<file path="src/design/srbs_consts.vh">
// Constants for the serial receiver buffer and status block
`ifndef SRBS_CONSTS_VH
`define SRBS_CONSTS_VH
// Behaviour
// RULE_01 - Receive-complete flag high while buffer holds an unread character, else low
// RULE_02 - Writing receiver enable to 0 flushes buffer; receive-complete reads zero
// RULE_03 - Interrupt requested while flag set, its enable and global enable set
// RULE_04 - Each data register read advances buffer, exposing next character and flags
// RULE_05 - Frame, overrun and parity error flags stored and shown with their character
// RULE_06 - Status register writes leave the three error flags unchanged
// RULE_07 - Software writes zero into the three error flag positions
// RULE_08 - No interrupt request comes from any error flag
// RULE_09 - Frame error set when first stop bit sampled zero, clear when one
// RULE_10 - Only first stop bit checked, whatever the stop bit count
// RULE_11 - Overrun when buffer full, shifter holds character and new start detected
// RULE_12 - Overrun indication cleared when a frame moves into the buffer
// RULE_13 - Parity checked only when parity enable is 1; odd select picks odd/even
// RULE_14 - Received data parity compared with parity bit, result buffered with character
// RULE_15 - Parity error reads zero for characters received with checking disabled
// RULE_16 - Parity error stays valid until the data register is read
// RULE_17 - Clearing receiver enable is immediate, dropping reception and buffered data
// RULE_18 - Disabled receiver releases the receive pin to its port function
// RULE_19 - Software reads status before the data register for each character
// RULE_20 - Software flushes by reading data until receive-complete goes low
// RULE_21 - Interrupt enable allows interrupt; handler must read data or it repeats
// RULE_22 - With size 7 the ninth bit shows in control register, read first
// RULE_23 - Frame moves to buffer at first stop bit; second stop bit ignored
// RULE_24 - Each bit decided by majority of three centre samples
// RULE_25 - Entry holds nine data bits and three error bits; unused bits zero
// RULE_26 - On overrun buffered characters kept and the new character dropped

// ============================================================
// Register byte addresses
`define SRBS_ADDR_DATA    8'h00
`define SRBS_ADDR_STATUS  8'h04
`define SRBS_ADDR_CONTROL 8'h08
`define SRBS_ADDR_FORMAT  8'h0c
`define SRBS_ADDR_BAUD    8'h10

// ============================================================
// Status register fields
`define SRBS_ST_PE   2
`define SRBS_ST_OVR  3
`define SRBS_ST_FE   4
`define SRBS_ST_RXC  7

// Control register fields
`define SRBS_CT_NINTH 1
`define SRBS_CT_RXEN  4
`define SRBS_CT_RXCIE 7

// Format register fields
`define SRBS_FM_SIZE_LO 1
`define SRBS_FM_SIZE_HI 3
`define SRBS_FM_STOP    4
`define SRBS_FM_PODD    5
`define SRBS_FM_PEN     6

// ============================================================
// Reset values and timing
`define SRBS_RST_CONTROL 8'h00
`define SRBS_RST_FORMAT  8'h06
`define SRBS_RST_BAUD    16'h0000
`define SRBS_SIZE_NINE   3'h7
`define SRBS_SAMPLES     5'h10
`define SRBS_VOTE_A      4'h7
`define SRBS_VOTE_B      4'h8
`define SRBS_VOTE_C      4'h9
`define SRBS_START_MID   4'h9
`endif

</file>
<file path="src/design/srbs_receiver.v">
// Serial receiver with two-entry buffer, error flags and Wishbone registers
`timescale 1ns/1ps
`include "srbs_consts.vh"

module srbs_receiver #(
  parameter DEPTH = 2
) (
  input  wire        i_clk,
  input  wire        i_srst,
  input  wire [7:0]  i_wb_adr,
  input  wire [31:0] i_wb_dat,
  input  wire [3:0]  i_wb_sel,
  input  wire        i_wb_we,
  input  wire        i_wb_cyc,
  input  wire        i_wb_stb,
  output reg  [31:0] o_wb_dat,
  output reg         o_wb_ack,
  input  wire        i_global_irq_enable,
  input  wire        i_serial_receive_pin,
  output wire        o_pin_override,
  output wire        o_irq
);

  // ============================================================
  // Register state
  reg  [7:0]  control;
  reg  [7:0]  format;
  reg  [15:0] baud_div;
  wire        receiver_enable_bit = control[`SRBS_CT_RXEN];
  wire        receive_complete_irq_enable = control[`SRBS_CT_RXCIE];
  wire [2:0]  character_size_field = format[`SRBS_FM_SIZE_HI:`SRBS_FM_SIZE_LO];
  wire        parity_enable_bit = format[`SRBS_FM_PEN];
  wire        parity_odd_select_bit = format[`SRBS_FM_PODD];

  wire bus_req    = i_wb_cyc & i_wb_stb & ~o_wb_ack;
  wire bus_wr     = bus_req & i_wb_we & i_wb_sel[0];
  wire data_rd    = bus_req & ~i_wb_we & (i_wb_adr == `SRBS_ADDR_DATA);
  wire ctrl_wr    = bus_wr & (i_wb_adr == `SRBS_ADDR_CONTROL);

  // Disable acts in the very cycle of the write, not one later
  wire next_enable = ctrl_wr ? i_wb_dat[`SRBS_CT_RXEN] : receiver_enable_bit;
  wire flush       = ctrl_wr & ~i_wb_dat[`SRBS_CT_RXEN]; // RULE_17

  assign o_pin_override = receiver_enable_bit; // RULE_18

  // ============================================================
  // Oversample tick: divider gives 16 ticks per bit
  reg  [15:0] div_cnt;
  wire        tick = (div_cnt == 16'h0000);
  always @(posedge i_clk) begin
    if (i_srst || !receiver_enable_bit || tick)
      div_cnt <= baud_div;
    else
      div_cnt <= div_cnt - 16'h0001;
  end

  // ============================================================
  // Receive state machine
  localparam ST_IDLE  = 4'b0001;
  localparam ST_START = 4'b0010;
  localparam ST_BITS  = 4'b0100;
  localparam ST_STOP  = 4'b1000;

  reg  [3:0] state;
  reg  [3:0] phase;
  reg  [3:0] bit_idx;
  reg  [9:0] shift;
  reg  [2:0] votes;
  reg        line_prev;
  reg        held_valid;
  reg  [8:0] held_data;
  reg        held_fe;
  reg        held_pe;
  reg        ovr_pending;

  // Data bits plus optional parity bit
  wire [3:0] data_bits = (character_size_field == `SRBS_SIZE_NINE) ? 4'h9 :
                         ({2'b00, character_size_field[1:0]} + 4'h5);
  wire [3:0] frame_bits = data_bits + {3'b000, parity_enable_bit};
  wire       voted = (votes[0] & votes[1]) | (votes[0] & votes[2]) |
                     (votes[1] & votes[2]); // RULE_24

  // ============================================================
  // Buffer storage: data, frame, overrun and parity per entry
  reg  [11:0] fifo [0:DEPTH-1];
  reg  [1:0]  count;
  reg         rd_ptr;
  wire        buf_full = (count == DEPTH[1:0]);
  wire [11:0] head = fifo[rd_ptr];
  wire        push = held_valid & ~buf_full & ~flush;
  wire        pop  = data_rd & (count != 2'h0);
  wire        wr_ptr = rd_ptr + count[0];

  // Parity over received data bits, masked to the character width
  reg  [8:0] rx_data;
  reg        par_calc;
  integer    k;
  always @* begin
    rx_data = 9'h000;
    for (k = 0; k < 9; k = k + 1)
      if (k < data_bits)
        rx_data[k] = shift[10 - frame_bits + k];
    par_calc = ^rx_data ^ parity_odd_select_bit;
  end

  always @(posedge i_clk) begin
    if (i_srst || !next_enable) begin
      state       <= ST_IDLE; // RULE_17
      phase       <= 4'h0;
      bit_idx     <= 4'h0;
      shift       <= 10'h000;
      votes       <= 3'b000;
      line_prev   <= 1'b1;
      held_valid  <= 1'b0;
      held_data   <= 9'h000;
      held_fe     <= 1'b0;
      held_pe     <= 1'b0;
      ovr_pending <= 1'b0;
    end else begin
      if (push) begin
        held_valid  <= 1'b0;
        ovr_pending <= 1'b0; // RULE_12
      end
      if (tick) begin
        line_prev <= i_serial_receive_pin;
        phase     <= phase + 4'h1;
        if (phase == `SRBS_VOTE_A)
          votes[0] <= i_serial_receive_pin;
        if (phase == `SRBS_VOTE_B)
          votes[1] <= i_serial_receive_pin;
        if (phase == `SRBS_VOTE_C)
          votes[2] <= i_serial_receive_pin;
        case (state)
          ST_IDLE: begin
            phase <= 4'h1;
            if (line_prev && !i_serial_receive_pin) begin
              state <= ST_START;
              // New start while buffer and shifter are both full
              if (held_valid && buf_full)
                ovr_pending <= 1'b1; // RULE_11
            end
          end
          ST_START: begin
            if (phase == `SRBS_START_MID + 4'h1) begin
              if (voted) begin
                state <= ST_IDLE;
              end else begin
                state   <= ST_BITS;
                bit_idx <= 4'h0;
              end
            end
          end
          ST_BITS: begin
            if (phase == `SRBS_START_MID + 4'h1) begin
              shift   <= {voted, shift[9:1]};
              bit_idx <= bit_idx + 4'h1;
              if (bit_idx + 4'h1 == frame_bits)
                state <= ST_STOP;
            end
          end
          ST_STOP: begin
            // Only the first stop bit is used; a second passes as idle
            if (phase == `SRBS_START_MID + 4'h1) begin
              state <= ST_IDLE; // RULE_10 RULE_23
              // Held frame still blocked: new one is dropped
              if (!(held_valid && !push)) begin // RULE_26
                held_valid <= 1'b1;
                held_data  <= rx_data;
                held_fe    <= ~voted; // RULE_09
                held_pe    <= parity_enable_bit &
                              (par_calc != shift[9]); // RULE_13 RULE_14 RULE_15
              end
            end
          end
          default: state <= ST_IDLE;
        endcase
      end
    end
  end

  // ============================================================
  // Two-entry buffer control
  always @(posedge i_clk) begin
    if (i_srst || !next_enable) begin
      count  <= 2'h0; // RULE_02
      rd_ptr <= 1'b0;
    end else begin
      if (push)
        fifo[wr_ptr] <= {held_fe, ovr_pending, held_pe, held_data}; // RULE_05 RULE_25
      if (pop)
        rd_ptr <= ~rd_ptr; // RULE_04 RULE_16
      count <= count + {1'b0, push} - {1'b0, pop};
    end
  end

  wire receive_complete_flag = (count != 2'h0); // RULE_01
  wire frame_error_flag  = receive_complete_flag & head[11];
  wire overrun_flag      = receive_complete_flag & head[10];
  wire parity_error_flag = receive_complete_flag & head[9];
  wire received_ninth_bit = receive_complete_flag & head[8]; // RULE_22

  // Error flags never reach the interrupt
  assign o_irq = receive_complete_flag & receive_complete_irq_enable &
                 i_global_irq_enable; // RULE_03 RULE_08 RULE_21

  // ============================================================
  // Wishbone slave: one wait-free ack per request
  always @(posedge i_clk) begin
    if (i_srst) begin
      control  <= `SRBS_RST_CONTROL;
      format   <= `SRBS_RST_FORMAT;
      baud_div <= `SRBS_RST_BAUD;
      o_wb_ack <= 1'b0;
      o_wb_dat <= 32'h00000000;
    end else begin
      o_wb_ack <= bus_req;
      if (bus_wr) begin
        // Status writes store nothing: error flags are buffer state
        case (i_wb_adr)
          `SRBS_ADDR_STATUS:  ; // RULE_06
          `SRBS_ADDR_CONTROL: control <= {i_wb_dat[7:2], 1'b0, i_wb_dat[0]};
          `SRBS_ADDR_FORMAT:  format <= i_wb_dat[7:0];
          `SRBS_ADDR_BAUD:    baud_div <= i_wb_dat[15:0];
          default:            ;
        endcase
      end
      if (bus_req && !i_wb_we) begin
        case (i_wb_adr)
          `SRBS_ADDR_DATA:    o_wb_dat <= {24'h000000, head[7:0] & {8{receive_complete_flag}}};
          `SRBS_ADDR_STATUS:  o_wb_dat <= {24'h000000, receive_complete_flag, 2'b00,
                                           frame_error_flag, overrun_flag,
                                           parity_error_flag, 2'b00};
          `SRBS_ADDR_CONTROL: o_wb_dat <= {24'h000000, control[7:2],
                                           received_ninth_bit, control[0]};
          `SRBS_ADDR_FORMAT:  o_wb_dat <= {24'h000000, format};
          `SRBS_ADDR_BAUD:    o_wb_dat <= {16'h0000, baud_div};
          default:            o_wb_dat <= 32'h00000000;
        endcase
      end
    end
  end

endmodule // srbs_receiver

</file>
<file path="config.mk">
export PLATFORM = sky130hd
export DESIGN_NAME = srbs_receiver
export DESIGN_NICKNAME = d
export VERILOG_FILES = /design/src/design/srbs_receiver.v
export VERILOG_INCLUDE_DIRS = /design/src /design/src/design
export SDC_FILE = /design/constraint.sdc
export NUM_CORES = 1
export LEC_CHECK = 0
export BUFFER_PORTS_ARGS = -buffer_cell sky130_fd_sc_hd__buf_2
export CAP_MARGIN = 20
export CELL_PAD_IN_SITES_DETAIL_PLACEMENT = 0
export CELL_PAD_IN_SITES_GLOBAL_PLACEMENT = 1
export CORE_UTILIZATION = 30
export DETAILED_ROUTE_END_ITERATION = 12
export PLACE_DENSITY = 0.66
export SYNTH_ARGS = -nofsm -noshare
export SYNTH_HDL_FRONTEND = slang
export SYNTH_SLANG_ARGS = --single-unit
</file>
<file path="constraint.sdc">
create_clock -name i_clk -period 5 [get_ports i_clk]
set_input_delay 0.25 -clock i_clk [delete_from_list [all_inputs] [get_ports i_clk]]
set_output_delay 0.25 -clock i_clk [all_outputs]
set_load 0.01 [all_outputs]
</file>
======== After elaboration in Yosys (flattened, before gate mapping) ========
Memories as Yosys holds them, arrays and structs flattened. A register that Yosys moved wholly into a read port is not among the register bits.
Index checks and enable logic that the tools add are counted.
cells by class
  $add $sub $neg .......................... 17
  $mul .................................... 0
  div/mod/pow operators ................... 0
  $lt $le $gt $ge ......................... 18
  equal/unequal tests ..................... 22
  shift operators ......................... 0
  multiplexer cells ....................... 58
  bitwise gates (word level) .............. 33
  reductions and logical operators ........ 27
operator list
  operator                                                      number
  less-than comparator 32 x 5 -> 1 bit (second input constant)  9
  adder 32 x 3 -> 32 bit (second input constant)                4
  one-hot mux 16 bit (5 select lines)                           1
  adder 32 x 2 -> 32 bit (second input constant)                2
  2-to-1 mux 4 bit                                              10
  binary-select mux 1 bit (select 4 bit)                        9
  2-to-1 mux 1 bit                                              34
  adder 32 x 1 -> 32 bit (second input constant)                1
  AND 1 bit                                                     21
  == test 4 bit (second input constant)                         4
  == test 8 x 4 -> 1 bit (second input constant)                2
  zero test 16 bit                                              1
  less-than comparator 3 x 4 -> 1 bit (first input constant)    4
  2-to-1 mux 16 bit                                             1
  one-hot mux 4 bit (4 select lines)                            1
  subtractor 16 x 1 -> 16 bit (second input constant)           1
  inequality test 2 bit (second input constant)                 6
  AND reduction 2 bit                                           6
  parity 9 bit                                                  1
  adder 4 x 1 -> 4 bit (second input constant)                  2
  AND 8 bit                                                     1
  == test 4 x 3 -> 1 bit (second input constant)                2
  == test 8 x 3 -> 1 bit (second input constant)                1
  == test 8 x 5 -> 1 bit (second input constant)                1
  30 further kinds                                              50
storage, ports and cells
  register bits after elaboration ......... 122
  bits in latches ......................... 0
  RAM bits ................................ 24
  memory bits (read-only) ................. 0
  input bits .............................. 51
  word-level logic and storage cells ...... 197
  memories kept ........................... 1
memories
  name  depth  bits a word  read ports  clocked after memory_dff  write ports  RTL line            source
  fifo  2      12           1           1                         1            srbs_receiver.v:85  reg [11:0] fifo [0:DEPTH-1];

======== Depth between registers and ports, before layout ========
  depth after elaboration ................. 14
  depth in mapped cells ................... 18

======== Worst setup path before layout ========
No wires, ideal clock.
  path type ............................... reg-to-reg
  start ................................... register format[1]
  end ..................................... register held_pe
  library setup time ...................... 0.116 ns
  data arrival time ....................... 4.246 ns
  required time ........................... 4.884 ns
  path slack .............................. 0.638 ns
  stages on the path, launching flop included .. 18
  cell sequence ........................... dfxtp_1 -> ha_1 -> nand2_1 -> nand2_1 -> ha_1 -> clkbuf_1 -> inv_1 -> ha_1 -> clkbuf_1 -> clkbuf_1 -> buf_1 -> o21ai_0 -> mux2i_1 -> o31ai_1 -> mux2i_1 -> o22a_1 -> xnor3_1 -> a41o_2
between the ends
  longest elaborated chain between the ends .. 12
  elaborated cells between the ends (all ways) .. 53
RTL lines
  element                                                RTL line             source
  start: declaration                                     srbs_receiver.v:27   reg [7:0] format;
  start signal: assignment                               srbs_receiver.v:211  format <= `SRBS_RST_FORMAT;
  start signal: assignment                               srbs_receiver.v:222  `SRBS_ADDR_FORMAT: format <= i_wb_dat[7:0];
  adder 2 x 3 -> 4 bit or == test 3 bit (tied branches)  -
  2-to-1 mux 4 bit *                                     srbs_receiver.v:77   wire [3:0] data_bits = (character_size_field == `SRBS_SIZE_NINE) ? 4'h9 :
  adder 4 x 1 -> 4 bit                                   srbs_receiver.v:79   wire [3:0] frame_bits = data_bits + {3'b000, parity_enable_bit};
  subtractor 4 x 4 -> 5 bit                              srbs_receiver.v:102  rx_data[k] = shift[10 - frame_bits + k];
  adder 32 x 1 -> 32 bit (tied with other cells)         srbs_receiver.v:102
  binary-select mux 1 bit (select 4 bit)                 srbs_receiver.v:102
  2-to-1 mux 1 bit (implied by the code)                 srbs_receiver.v:102
  2-to-1 mux 1 bit                                       srbs_receiver.v:101  if (k < data_bits)
  parity 9 bit *                                         srbs_receiver.v:103  par_calc = ^rx_data ^ parity_odd_select_bit;
  bitwise XOR 1 bit *                                    srbs_receiver.v:103
  inequality test 1 bit *                                srbs_receiver.v:171  (par_calc != shift[9]);
  AND 1 bit *                                            srbs_receiver.v:170  held_pe <= parity_enable_bit &
  end signal: assignment                                 srbs_receiver.v:170
  end: declaration                                       srbs_receiver.v:73   reg held_pe;
Every way passes the cells marked *; elsewhere a longest branch is shown, timed or not. The select of a mux whose other input is x is not followed.
A chain may end at the register's enable or synchronous reset.

======== Worst setup path after layout ========
  start ................................... register format[2]
  end ..................................... register held_pe
Same word-level chain as after synthesis.

==> impl_metrics.ini <==
[run_status]
status = finished, final reports clean

[grt]
antenna_found_initial = 1
grt_pass1_vias = 4909
gr-total-overflow = 0
grt_pass1_wl_um = 27000
grt_usage = 0.156
grt_max_degree = 51

[synth]
ys_seq_area_frac = 0.429
syn_area_per_cell_sq_um = 8.97
syn_inst = 744
synthArstFlopShare = 0
yosys_warnings = 0
ys_types = 70
ys_seq_elements = 131
synth-edff-count = 24
synth_flop_cell = dfxtp_1
netlist_area_sq_um = 6670

[pwr]
p_leak_nw = 2.97
irDropWorstVdd_v = 0.000207
power_density_nw_per_um2 = 321

[timing]
finalHoldViolCount = 0
setup_tns_ps = 0
tightest_slew_ps = 976
setup_viol = 0
fin_crit_ps = 4640
holdWs_ps = 52.2
clock.fmax_mhz = 216
finalCritPeriodShare = 0.928
fin_skew_ps = 14.5
finalMaxSlewViolations = 0
timing.slew.headroom = 0.349
grt_setup_unrepaired = false

[cts]
worstSkewPairLatency_ps = 430
clk_path_buf_depth = 2
clkSlewWorstSetupHoldPaths_ps = 70
clockRootBuffer = clkbuf_16
cts_buffers = 17
hold_buffers = 0
cts.repair.resized = 0
htreeDepth = 4
cts_setup_buffers = 0
cts_tree = done
clkSinkCount = 131

[worst_setup_path]
r2r_setup_slack_ps = 360
cp-end-kind = register
worstPathRequired_ps = 5310
cp.arrival_ps = 4950
worstPathMaxFanout = 22
cp-start-kind = register
worst-setup-path-type = register to register

[place]
place_congestion = 0.798
portBuffers = 50
placed_cell_area_sq_um = 7160
post-dp-hpwl_um = 11900

[die]
fp.dieH_um = 151
coreArea_sq_um = 21800
rows = 54
dieArea_sq_um = 22800
die_x_um = 151
initial_core_util = 0.306
num_io_pins = 86

[final_layout]
layout-drive-gt1-share = 0.164
post-route-util = 0.359
layout_common_cells = 112 x nand2_1, 107 x dfxtp_1, 69 x a21oi_1, 68 x nor2_1, 50 x buf_2
seqCellArea_sq_um = 2860
n_antenna_cell = 0
areaGrowthSynthToFinish_pct = 17.5
num-fill-cells = 2266
nets = 853
multiInputGateArea_sq_um = 3530
stdcell_area_sq_um = 7840
final_common_cell = nand2_1

[routing]
drtPass1Iterations = 4
viasPerCell = 4.84
drtAntennaViolNets = 0
wl_per_cell_um = 15.6
num_vias = 5215
initialDrtViolationCount = 306
drc = 0
routed_wl_um = 16800

[flow_run]
maxCapViolations = 0

[min_path]
hp-class = input pin to register
cells by family after synthesis:
| logic type | synth area share |
|---|---|
| fa+ha+maj | 0.0345 |
| flops | 0.429 |
| mux | 0.0914 |
| xor+xnor | 0.0461 |
| buf+inv | 0.0512 |
| other cells | 0.000562 |
| simple gates | 0.195 |
| compound gates | 0.152 |
per-layer routing:
metal / vias up / wire length (um) / track usage
li1: 2689 / - / -
met3: 13 / 580 / 0.0398
met4: 2 / 145 / 0.0405
met5: - / 13 / 0
met1: 2441 / 8200 / 0.211
met2: 70 / 7880 / 0.246
report_power, final:
group          internal, W  total [W]  switching (W)
registers          0.00107    0.00108     0.00000186
logic            0.0000202  0.0000585      0.0000382
clock network     0.000879    0.00138       0.000500
Yosys cell counts, drive strengths merged, types with 7 or more instances:
library cell	n	area, sq um
a211oi	12	100
a21oi	70	362
buf	21	150
clkbuf	38	143
dfxtp	107	2140
edfxtp	24	721
ha	16	200
inv	12	45.0
mux2	11	124
mux2i	35	350
nand2	112	420
nand2b	7	43.8
nand3	28	153
nor2	69	262
nor3	17	85.1
o21ai	37	185
xnor2	21	184
xor2	9	78.8
metrics by stage:
stage	instances	power, W	setup slack (ps)
after floorplan	759	0.00114	638
after global placement	1045	0.00116	403
after detailed placement	1045	0.00116	383
after CTS	1077	0.00254	357
after global routing	1078	0.00259	133
final	1078	0.00251	360
area by class of cell:
type | count | area share
Timing Repair Buffer | 66 | 0.0493
Multi-Input combinational cell | 556 | 0.450
Tap cell | 280 | 0.0447
Clock buffer | 20 | 0.0638
Sequential cell | 131 | 0.365
Clock inverter | 12 | 0.0208
Inverter | 13 | 0.00623
final timing paths:
| kind | depth (start not counted) | from | endpoint |
|---|---|---|---|
| worst max-delay path | 16 | format[2] | held_pe |
| worst min-delay path | 3 | i_wb_dat[9] | baud_div[9] |
| worst max register to register | 16 | format[2] | held_pe |
| worst min register to register | 0 | held_pe | fifo[0][9] |
registers in the layout (all words and copies together), names as in the netlist, 2 cells and up, named ones only:
register / flops
count: 2
votes: 3
fifo: 24
baud_div: 16
state: 4
div_cnt: 16
shift: 10
control: 7
held_data: 9
format: 8
phase: 4
bit_idx: 4
o_wb_dat: 16
critical path, stage by stage (launching register included):
cell     delay, ps
dfxtp_1        450
ha_1           290
nand2_1         70
nand2_1         70
ha_1           150
fa_1           440
ha_1           770
buf_4          240
mux2i_1        180
nor2_1          50
a21oi_1        240
nor2_1          70
mux2_2         300
xor2_1         160
xnor3_1        380
xnor3_1        380
a41o_2         270
Power figures use the tool's default switching activity.
